$ cat src/logic/tmcc_pkg.sv
package tmcc_pkg;
   localparam int NUM_CH = 7; // channel count
   localparam int CNT_W = 16; // timer count width
   localparam int ADDR_W = 8; // apb address width
   // register map (byte addresses)
   localparam logic [7:0] CH_STRIDE = 8'h08; // bytes per channel
   localparam logic [7:0] CTL_OFS = 8'h00; // channel_control_word
   localparam logic [7:0] CAP_OFS = 8'h04; // channel_capture_register
   localparam logic [7:0] STAT_ADDR = 8'h38; // event flags, write one to clear
   localparam logic [7:0] MASK_ADDR = 8'h3c; // channel irq enables
   // control word bit positions
   localparam int FLAG_BIT = 0; // channel_event_flag
   localparam int OVF_BIT = 1; // capture_overflow_bit
   localparam int IE_BIT = 2; // channel_irq_enable
   localparam int LVL_BIT = 3; // selected_input_state, read only
   localparam int CAPSEL_BIT = 4; // capture_select_bit
   localparam int SYNC_BIT = 5; // capture_sync_select
   localparam int EDGE_LO = 6; // capture_edge_lo
   localparam int EDGE_HI = 7; // capture_edge_hi
   localparam int INSEL_LO = 8; // input_select_lo
   localparam int INSEL_HI = 9; // input_select_hi
   // edge field codes
   localparam logic [1:0] EDGE_NONE = 2'h0;
   localparam logic [1:0] EDGE_RISE = 2'h1;
   localparam logic [1:0] EDGE_FALL = 2'h2;
   localparam logic [1:0] EDGE_BOTH = 2'h3;
   // input select codes
   localparam logic [1:0] INSEL_A = 2'h0;
   localparam logic [1:0] INSEL_B = 2'h1;
   localparam logic [1:0] INSEL_GND = 2'h2;
   localparam logic [1:0] INSEL_VCC = 2'h3;
   // per-channel configuration carried to each channel
   typedef struct packed {
      logic [1:0] inSel; // input select field
      logic [1:0] edgeSel; // capture edge field
      logic syncSel; // synchronise to timer clock
      logic capSel; // capture mode when set
   } tmcc_ctl_t;
   localparam tmcc_ctl_t CTL_RST = '{inSel: INSEL_A, edgeSel: EDGE_NONE, syncSel: 1'b0, capSel: 1'b0};
   localparam logic [CNT_W-1:0] CAP_RST = 16'h0000; // capture register reset
endpackage

$ cat src/logic/tmcc_channel.sv
`timescale 1ns/1ns
`default_nettype none
// one capture channel: input mux, edge detect, optional sync, capture latch
module tmcc_channel (
   input wire logic sys_clk,
   input wire logic rst_n,
   input wire tmcc_pkg::tmcc_ctl_t ctl,
   input wire logic srcA,
   input wire logic srcB,
   input wire logic timerClkEn,
   input wire logic [tmcc_pkg::CNT_W-1:0] timerCount,
   input wire logic capRead,
   output logic selLevel,
   output logic capEvent,
   output logic ovfEvent,
   output logic [tmcc_pkg::CNT_W-1:0] capValue
);
   logic prevLevel_r; // level seen last cycle
   logic pending_r; // synced capture waiting for timer tick
   logic unread_r; // capture data not yet read
   logic [tmcc_pkg::CNT_W-1:0] capValue_r; // channel_capture_register
   logic rise; // rising edge of selected input
   logic fall; // falling edge of selected input
   logic trig; // edge matches configured condition

   // input mux; ground/supply codes let software force edges
   always_comb begin
      unique case (ctl.inSel)
         tmcc_pkg::INSEL_A: selLevel = srcA;
         tmcc_pkg::INSEL_B: selLevel = srcB;
         tmcc_pkg::INSEL_GND: selLevel = 1'b0;
         tmcc_pkg::INSEL_VCC: selLevel = 1'b1;
      endcase
   end

   // edge history runs in both modes so entering capture mode is clean
   always_ff @(posedge sys_clk or negedge rst_n) begin
      if (!rst_n) begin
         prevLevel_r <= 1'b0;
      end else begin
         prevLevel_r <= selLevel;
      end
   end

   assign rise = selLevel & ~prevLevel_r;
   assign fall = ~selLevel & prevLevel_r;
   // bit0 rising, bit1 falling; compare mode blocks all triggers
   assign trig = ctl.capSel & ((ctl.edgeSel[0] & rise) | (ctl.edgeSel[1] & fall));

   // synced path waits for the timer tick so count and capture never race
   assign capEvent = ctl.syncSel ? (ctl.capSel & timerClkEn & (pending_r | trig)) : trig;
   // a read in the same cycle consumes the old data, so no overflow
   assign ovfEvent = capEvent & unread_r & ~capRead;

   // pending synced trigger, dropped on leaving capture mode
   always_ff @(posedge sys_clk or negedge rst_n) begin
      if (!rst_n) begin
         pending_r <= 1'b0;
      end else if (!ctl.capSel || !ctl.syncSel || capEvent) begin
         pending_r <= 1'b0;
      end else if (trig) begin
         pending_r <= 1'b1;
      end
   end

   // capture latch and unread tracking
   always_ff @(posedge sys_clk or negedge rst_n) begin
      if (!rst_n) begin
         capValue_r <= tmcc_pkg::CAP_RST;
         unread_r <= 1'b0;
      end else if (capEvent) begin
         capValue_r <= timerCount;
         unread_r <= 1'b1;
      end else if (capRead || !ctl.capSel) begin
         unread_r <= 1'b0;
      end
   end

   assign capValue = capValue_r;
endmodule
`default_nettype wire

$ cat src/logic/tmcc_top.sv
// The address map and the APB slave port were chosen for this implementation.
`timescale 1ns/1ns
`default_nettype none
// seven capture channels behind an apb slave with a level interrupt
module tmcc_top (
   input wire logic sys_clk,
   input wire logic rst_n,
   // apb slave
   input wire logic [tmcc_pkg::ADDR_W-1:0] paddr,
   input wire logic psel,
   input wire logic penable,
   input wire logic pwrite,
   input wire logic [31:0] pwdata,
   output logic [31:0] prdata,
   output logic pready,
   output logic pslverr,
   // timer core
   input wire logic [tmcc_pkg::CNT_W-1:0] timerCount,
   input wire logic timerClkEn,
   input wire logic [tmcc_pkg::NUM_CH-1:0] cmpMatch,
   // capture sources
   input wire logic [tmcc_pkg::NUM_CH-1:0] captureSourceA,
   input wire logic [tmcc_pkg::NUM_CH-1:0] captureSourceB,
   // processor interrupt enable
   input wire logic globalIrqEnable,
   output logic irq
);
   localparam int N = tmcc_pkg::NUM_CH;

   tmcc_pkg::tmcc_ctl_t ctl_r [N]; // per-channel configuration
   logic [N-1:0] flag_r; // channel_event_flag, sticky
   logic [N-1:0] ovf_r; // capture_overflow_bit, sticky
   logic [N-1:0] mask_r; // channel_irq_enable
   logic [31:0] prdata_r; // read data, loaded in setup phase
   logic irq_r; // registered interrupt level
   logic [N-1:0] selLevel; // live selected input level
   logic [N-1:0] capEvent; // capture strobes
   logic [N-1:0] ovfEvent; // overflow strobes
   logic [N-1:0] capRead; // capture register read completes
   logic [tmcc_pkg::CNT_W-1:0] capValue [N]; // captured counts

   // address decode
   logic [2:0] chIdx; // channel addressed
   logic isChan; // inside the channel window
   logic isCap; // capture register rather than control word
   logic isStat; // status register
   logic isMask; // mask register
   logic badAddr; // unmapped or misaligned
   logic access; // access phase of any transfer
   logic wrAcc; // write takes effect this edge
   logic rdAcc; // read completes this edge
   logic [N-1:0] ctlWr; // write to a control word
   logic [N-1:0] flagClr; // software clears of event flags
   logic [N-1:0] ovfClr; // software clears of overflow bits

   assign chIdx = paddr[5:3];
   assign isChan = (paddr < tmcc_pkg::STAT_ADDR) && (paddr[1:0] == 2'h0);
   assign isCap = (paddr[2:0] == tmcc_pkg::CAP_OFS[2:0]);
   assign isStat = (paddr == tmcc_pkg::STAT_ADDR);
   assign isMask = (paddr == tmcc_pkg::MASK_ADDR);
   assign badAddr = !(isChan || isStat || isMask);
   assign access = psel & penable;
   assign wrAcc = access & pwrite & ~badAddr;
   assign rdAcc = access & ~pwrite & ~badAddr;

   // no wait states; unmapped addresses answer with an error, writes dropped
   assign pready = 1'b1;
   assign pslverr = access & badAddr;
   assign prdata = prdata_r;
   assign irq = irq_r;

   // per-channel strobes from the decode
   always_comb begin
      for (int i = 0; i < N; i++) begin
         ctlWr[i] = wrAcc & isChan & ~isCap & (chIdx == 3'(i));
         capRead[i] = rdAcc & isChan & isCap & (chIdx == 3'(i));
         flagClr[i] = (wrAcc & isStat & pwdata[i]) | (ctlWr[i] & pwdata[tmcc_pkg::FLAG_BIT]);
         ovfClr[i] = ctlWr[i] & pwdata[tmcc_pkg::OVF_BIT];
      end
   end

   // seven identical channels
   genvar g;
   generate
      for (g = 0; g < N; g++) begin : gCh
         tmcc_channel uCh (
            .sys_clk(sys_clk),
            .rst_n(rst_n),
            .ctl(ctl_r[g]),
            .srcA(captureSourceA[g]),
            .srcB(captureSourceB[g]),
            .timerClkEn(timerClkEn),
            .timerCount(timerCount),
            .capRead(capRead[g]),
            .selLevel(selLevel[g]),
            .capEvent(capEvent[g]),
            .ovfEvent(ovfEvent[g]),
            .capValue(capValue[g])
         );
      end
   endgenerate

   // configuration fields of each control word
   always_ff @(posedge sys_clk or negedge rst_n) begin
      if (!rst_n) begin
         for (int i = 0; i < N; i++) begin
            ctl_r[i] <= tmcc_pkg::CTL_RST;
         end
      end else begin
         for (int i = 0; i < N; i++) begin
            if (ctlWr[i]) begin
               ctl_r[i].capSel <= pwdata[tmcc_pkg::CAPSEL_BIT];
               ctl_r[i].syncSel <= pwdata[tmcc_pkg::SYNC_BIT];
               ctl_r[i].edgeSel <= pwdata[tmcc_pkg::EDGE_HI:tmcc_pkg::EDGE_LO];
               ctl_r[i].inSel <= pwdata[tmcc_pkg::INSEL_HI:tmcc_pkg::INSEL_LO];
            end
         end
      end
   end

   // event flags: capture, or compare match in compare mode; set beats clear
   always_ff @(posedge sys_clk or negedge rst_n) begin
      if (!rst_n) begin
         flag_r <= '0;
      end else begin
         for (int i = 0; i < N; i++) begin
            if (capEvent[i] || (!ctl_r[i].capSel && cmpMatch[i])) begin
               flag_r[i] <= 1'b1;
            end else if (flagClr[i]) begin
               flag_r[i] <= 1'b0;
            end
         end
      end
   end

   // overflow bits stick until software writes a one to them
   always_ff @(posedge sys_clk or negedge rst_n) begin
      if (!rst_n) begin
         ovf_r <= '0;
      end else begin
         for (int i = 0; i < N; i++) begin
            if (ovfEvent[i]) begin
               ovf_r[i] <= 1'b1;
            end else if (ovfClr[i]) begin
               ovf_r[i] <= 1'b0;
            end
         end
      end
   end

   // irq enables, reachable from the mask register or each control word
   always_ff @(posedge sys_clk or negedge rst_n) begin
      if (!rst_n) begin
         mask_r <= '0;
      end else if (wrAcc && isMask) begin
         mask_r <= pwdata[N-1:0];
      end else begin
         for (int i = 0; i < N; i++) begin
            if (ctlWr[i]) begin
               mask_r[i] <= pwdata[tmcc_pkg::IE_BIT];
            end
         end
      end
   end

   // interrupt needs an unmasked flag and the processor enable
   always_ff @(posedge sys_clk or negedge rst_n) begin
      if (!rst_n) begin
         irq_r <= 1'b0;
      end else begin
         irq_r <= globalIrqEnable & |(flag_r & mask_r);
      end
   end

   // read data captured in the setup phase, so it is stable through access
   always_ff @(posedge sys_clk or negedge rst_n) begin
      if (!rst_n) begin
         prdata_r <= 32'h0000_0000;
      end else if (psel && !penable && !pwrite) begin
         prdata_r <= 32'h0000_0000; // unmapped and reserved bits read zero
         if (isStat) begin
            prdata_r[N-1:0] <= flag_r;
         end else if (isMask) begin
            prdata_r[N-1:0] <= mask_r;
         end else if (isChan && isCap) begin
            prdata_r[tmcc_pkg::CNT_W-1:0] <= capValue[chIdx];
         end else if (isChan) begin
            prdata_r[tmcc_pkg::FLAG_BIT] <= flag_r[chIdx];
            prdata_r[tmcc_pkg::OVF_BIT] <= ovf_r[chIdx];
            prdata_r[tmcc_pkg::IE_BIT] <= mask_r[chIdx];
            prdata_r[tmcc_pkg::LVL_BIT] <= selLevel[chIdx];
            prdata_r[tmcc_pkg::CAPSEL_BIT] <= ctl_r[chIdx].capSel;
            prdata_r[tmcc_pkg::SYNC_BIT] <= ctl_r[chIdx].syncSel;
            prdata_r[tmcc_pkg::EDGE_HI:tmcc_pkg::EDGE_LO] <= ctl_r[chIdx].edgeSel;
            prdata_r[tmcc_pkg::INSEL_HI:tmcc_pkg::INSEL_LO] <= ctl_r[chIdx].inSel;
         end
      end
   end
endmodule
`default_nettype wire

$ cat config.mk
export PLATFORM = sky130hd
export DESIGN_NAME = tmcc_top
export DESIGN_NICKNAME = d
export VERILOG_FILES = /design/src/logic/tmcc_pkg.sv /design/src/logic/tmcc_channel.sv /design/src/logic/tmcc_top.sv
export SDC_FILE = /design/constraint.sdc
export NUM_CORES = 1
export LEC_CHECK = 0
export BUFFER_PORTS_ARGS = -buffer_cell sky130_fd_sc_hd__buf_2
export CAP_MARGIN = 40
export CORE_UTILIZATION = 40
export CTS_BUF_LIST = sky130_fd_sc_hd__clkbuf_4 sky130_fd_sc_hd__clkbuf_8 sky130_fd_sc_hd__clkbuf_16
export DETAILED_ROUTE_END_ITERATION = 8
export PLACE_DENSITY = 0.63
export SETUP_SLACK_MARGIN = 0.5
export SYNTH_ARGS = -nofsm -noshare
export SYNTH_HDL_FRONTEND = slang
export SYNTH_HIERARCHICAL = 1
export SYNTH_SLANG_ARGS = --single-unit
$ cat constraint.sdc
create_clock -name sys_clk -period 4.7 [get_ports sys_clk]
set_clock_uncertainty 0.2 [all_clocks]
set_input_delay 0.47 -clock sys_clk [delete_from_list [all_inputs] [get_ports sys_clk]]
set_output_delay 0.47 -clock sys_clk [all_outputs]
set_load 0.02 [all_outputs]
# [Word level (Yosys, flattened, before mapping)]
# Index checks and enable logic that the tools add are counted.
[totals] out_inout_bits=35 regBits=213 input_bits=84 wordCells=471
[classes] reduce_logical=104 eq_ne=30 mux=99 order_cmp=3 bitwise=156
[op_table] op="1-bit bitwise AND" n=110
[op_table] op="1-bit 2-to-1 mux" n=74
[op_table] op="2-bit nonzero test" n=35
[op_table] op="16-bit binary-select mux with 3-bit select" n=1
[op_table] op="16-bit 2-to-1 mux" n=2
[op_table] op="1-bit logical OR" n=30
[op_table] op="2-bit equality test (second input constant)" n=14
[op_table] op="1-bit case mux with 4 select lines" n=7
[op_table] op="1-bit inverter" n=23
[op_table] op="7-bit 2-to-1 mux" n=3
[op_table] op="1-bit OR" n=21
[op_table] op="10-bit 2-to-1 mux" n=2
[op_table] op="6-bit binary-select mux with 3-bit select" n=1
[op_table] op="6-bit 2-to-1 mux" n=3
[op_table] op="9-bit 2-to-1 mux" n=2
[op_table] op="1-bit zero test" n=17
[op_table] op="8-bit by 6-bit equality test with 1-bit output (second input constant)" n=2
[op_table] op="2-bit zero test" n=8
[op_table] op="2-bit by 1-bit equality test with 1-bit output (second input constant)" n=7
[op_table] op="1-bit binary-select mux with 3-bit select" n=4
[op_table] op="3-bit equality test (second input constant)" n=4
[op_table] op="1-bit logical AND" n=12
[op_table] op="8-bit by 6-bit < comparator with 1-bit output (second input constant)" n=1
[op_table] op="7-bit bitwise AND" n=1
[op_table] op="other kinds (7)" n=8

# [Longest topological paths before layout]
[depth] depth_word=13 depth_mapped=9 ltp_nobuf=8

# [Hierarchy]
# The synthesis kept the hierarchy.
[modules_own_cells] module="tmcc_channel" area_each_um2=849.6 n_inst=7 cells_per_inst=52
[modules_own_cells] module="tmcc_top" area_each_um2=5151.2 n_inst=1 cells_per_inst=522

# [Worst setup path after synthesis]
# OpenSTA, ideal clock, no wires.
[synth_path] kind="input to register" start="input paddr[6] in the netlist's numbering" end="register flag_r[4]" t_arrival_ns=2.350 setup_slack_ns=2.024 path_stages=7 path_cell_list="or4_4 -> buf_6 -> or3_1 -> buf_2 -> nor3_4 -> a22oi_2 -> a221o_1"
[synth_via] elab_chain_cells=11 word_cells_on_any_way=15 classes_between="order compare: 1; eq/ne: 2; bitwise: 8; reduce/logical: 4"
[synth_lines] element="from (decl)" line="tmcc_top.sv:9" source="input wire logic [tmcc_pkg::ADDR_W-1:0] paddr,"
[synth_lines] element="8-bit by 6-bit < comparator with 1-bit output" line="tmcc_top.sv:57" source="assign isChan = (paddr < tmcc_pkg::STAT_ADDR) && (paddr[1:0] == 2'h0);"
[synth_lines] element="1-bit logical AND" line="tmcc_top.sv:57"
[synth_lines] element="1-bit logical OR (2 in a row)" line="tmcc_top.sv:61" source="assign badAddr = !(isChan || isStat || isMask);"
[synth_lines] element="1-bit bitwise AND" line="tmcc_top.sv:63" source="assign wrAcc = access & pwrite & ~badAddr;"
[synth_lines] element="1-bit bitwise AND (3 in a row)" line="tmcc_top.sv:75" source="ctlWr[i] = wrAcc & isChan & ~isCap & (chIdx == 3'(i));"
[synth_lines] element="1-bit bitwise AND" line="tmcc_top.sv:77" source="flagClr[i] = (wrAcc & isStat & pwdata[i]) | (ctlWr[i] & pwdata[tmcc_pkg::FLAG_BIT]);"
[synth_lines] element="1-bit OR *" line="tmcc_top.sv:77"
[synth_lines] element="2-bit nonzero test (no source line) *"
[synth_lines] element="to (signal assigned)" line="tmcc_top.sv:124" source="flag_r <= '0;"
[synth_lines] element="to (signal, indexed assignment)" line="tmcc_top.sv:128" source="flag_r[i] <= 1'b1;"
[synth_lines] element="to (signal, indexed assignment)" line="tmcc_top.sv:130" source="flag_r[i] <= 1'b0;"
[synth_lines] element="to (decl)" line="tmcc_top.sv:31" source="logic [N-1:0] flag_r;"
# Every way passes the cells marked *; elsewhere a longest branch is shown, timed or not.
# A chain may end at the register's enable or synchronous reset.

# [Worst setup path in the final report]
[layout_path] start="input paddr[5] in the netlist's numbering" end="register flag_r[3]"
# The elaborated chain is that of the path after synthesis.

==> key figures <==
Floorplan
  • Initial Utilization: 0.410
  • Die width: 169 um
  • Die Y: around 170 um
  • Die ar.: around 0.028 mm2
  • Core Box Area: 0.0271 mm2
  • Row count: 60
  • I/O pins: around 120

Clocking
  • CTS tree: done
  • Setup Buffers After CTS: 0
  • Clock network latency to the later pin of the worst-skew pair: between 0.5 and 0.6 ns
  • Deepest level of the CTS H-tree: 1
  • Clk root buf: clkbuf_16
  • TritonCTS buffer count: 24
  • Clk sinks: 213
  • Post-CTS sizing: 0
  • Buffer depth of the longest clock path: 3
  • Clock Pin Slew Worst Setup and Hold Paths: 0.06 ns

Placed design
  • Hpwl dp: 20000 um
  • IO buf count: around 80
  • Gpl congestion: between 0.8 and 0.9

Timing
  • Crit share post-route: 0.582
  • Fmax: about 370 MHz
  • Fin. max-slew vios: 0
  • Slew @ Worst Pin: 0.753 ns
  • Setup TNS: 0 ns
  • Relative slew margins: 0.498
  • Endpoints failing hold: 0
  • Unrepaired setup endpoints after global routing: no
  • Endpoints failing setup: 0
  • Final Critical Period: 2.74 ns

Route
  • Drt pass-1 iters: 5
  • WL met2: 14000 um
  • DR vias/cell: around 5.5
  • Routed Antenna Nets: 0
  • Via count: roughly 7400
  • WL met1: approximately 13000 um
  • DR WL met3: between 1000 and 1500 um
  • WL/cell: between 20 and 25 um
  • Final Routed Wirelength: between 20000 and 30000 um
  • DRC errors left: 0
  • DRT iter0 DRCs: about 630
  • Top routing layer in use: met4

Global routing
  • Antenna violations before repair: 1
  • Grt total ovfl: 0
  • GRT Util Overall: 0.206
  • Largest net degree at the start of global routing: between 90 and 100
  • Vias in the first global route: ~7600
  • First-pass GRT wire length: about 45000 um

Min path
  • Min-Delay Path Class: in2reg
  • Hold Path Origin: cmpMatch[2]

Synth
  • Area leader, netlist: dfrtp_1
  • Seq/Total Area, Yosys: 0.480
  • Post-synth EDFFs: 0
  • Synth warn: 6
  • Top cells by area, synth: dfrtp_1 48%, mux2_2 11%, mux2_4 6.6%, mux2i_1 4.9%, mux4_2 2.6%
  • Asr flop ratio synth: 1.00
  • #FFs+latches synth: between 200 and 250
  • Share of the synthesized area in the top cell type: 0.480
  • Synthesized cell area: around 0.011 mm2
  • Distinct cells, synth: 60
  • Predominant post-synthesis flop cell: dfrtp_1
  • Post-synthesis cell count: around 890
  • Syn avg cell area: 12.5 um2

Power and ir drop
  • Power density over the cells: 357 mW/mm2
  • Leak: 6.00 nW
  • Power, Total: 0.00458 W
  • Max VDD drop: roughly 0.23 mV

Run
  • Max Cap Viol: 0

Worst setup path
  • Slowest stage delay, CP: around 0.6 ns
  • Worst Path Buf+Inv: 2
  • Largest fanout on the critical path: 18
  • Critical path type: in2reg
  • RR Startpoint: ctl_r[41]
  • Worst-path cell chain: buf_2, buf_4, nand3_1, or2_2, nor2_1, a22oi_1, a221o_1
  • Crit. Startpoint: paddr[5]
  • R2R Setup Slk: ~2.2 ns
  • Worst setup EP type: register
  • Crit-path slowest cell: nor2_1
  • CP Launch Type: input port
  • Critical Path AT: 2.93 ns
  • Top Family by Delay on Critical Path: simple AND/OR/NAND/NOR gates
  • Critical Path RT: 4.89 ns

Final layout
  • Nets: roughly 1100
  • P&R area growth vs syn: 15.6%
  • Final design utilization: 0.473
  • Most frequent cells in the layout: 213 x dfrtp_1, 105 x mux2_2, 77 x buf_2, 65 x nand2_1, 54 x mux2i_1
  • Share of cells above drive strength 1: 0.372
  • Fillers: 2462
  • Most common library cell in the layout ignoring fill and taps: dfrtp_1

Outcome
  • Status: complete, no violations
-- stage by stage --
step | hold slack, ns | setup WS (ns) | area, um2 | cells
detailed placement | 0.260 | 1.56 | 12000 | 1315
global placement | 0.256 | 1.56 | 11800 | 1306
global route | 0.0296 | 1.85 | 12800 | 1362
floorplan | -0.0256 | 2.02 | 11200 | 901
CTS | 0.00705 | 2.10 | 12800 | 1362
finish | 0.0211 | 1.96 | 12800 | 1363
-- worst register-to-register path: cells and delay by family, from the launching register on --
kind	cells	cell delay [ns]
muxes	2	1.00
DFF	1	0.41
buffers and inverters	2	0.39
and+or+nand+nor	1	0.16
AOI/OAI and AO/OA	1	0.23
-- per-layer routing --
metal	GRT usage	vias to the layer above
met4	0.0455	0
met3	0.0276	34
met2	0.343	204
li1	-	3384
met1	0.287	3822
met5	0	-
-- power by group --
group          internal, W  switching, W  total [W]  leakage [nW]
combinational     0.000272      0.000274   0.000546          2.73
sequential         0.00199      0.000112    0.00210          2.87
clock              0.00118      0.000752    0.00193         0.411
-- final cells by class --
class,instances,area (um2),share of cell area
clock buffers,36,727,0.0567
flip-flops and latches,213,5330,0.416
clock inverters,7,87.6,0.00683
inverters,24,90.1,0.00702
diodes,1,2.50,0.000195
well taps,372,465,0.0363
multi-input cells,602,5370,0.418
repair buffers,108,756,0.0589
-- cells by family after synthesis --
family | after synthesis | synth area share
buffers and inverters | 86 | 0.0413
and+or+nand+nor | 189 | 0.0937
other | 2 | 0.000677
muxes | 228 | 0.262
AOI/OAI and AO/OA | 168 | 0.122
DFF | 213 | 0.480
-- sequential cells by signal (all words and copies together), names as in the netlist --
register             flops
gCh.uCh/prevLevel_r      7
gCh.uCh/pending_r        7
mask_r                   7
prdata                  16
ovf_r                    7
gCh.uCh/capValue       112
irq                      1
flag_r                   7
ctl_r                   42
gCh.uCh/unread_r         7
-- path summary, 6_finish.rpt --
path	to	depth (start not counted)
min in group asynchronous	gCh[0].uCh/capValue[10]	2
max in group asynchronous	gCh[5].uCh/capValue[5]	3
hold / removal	flag_r[2]	2
hold reg to reg	ovf_r[2]	1
setup reg to reg	gCh[0].uCh/capValue[11]	6
setup / recovery	flag_r[3]	7
-- repair_timing --
| action | CTS | global route |
|---|---|---|
| hold endpoints to repair | 97 | 0 |
| endpoints found under the setup margin | 0 | 0 |
| hold buffers | 4 | 0 |
-- synthesized netlist by cell type (8+ instances only) --
library cell	count
a22o_1	12
mux2_2	105
and2_1	15
inv_1	24
buf_1	9
buf_4	17
a221o_1	9
nand2b_1	10
a22oi_1	11
o21ai_0	26
dfrtp_1	213
buf_6	8
mux2_4	49
nand2_1	65
buf_2	8
a21oi_1	29
mux2i_1	54
clkbuf_1	19
nor2b_1	19
nor2_1	35
o211ai_2	14
mux4_2	13
Note: power is estimated with default switching activity, not from simulation.
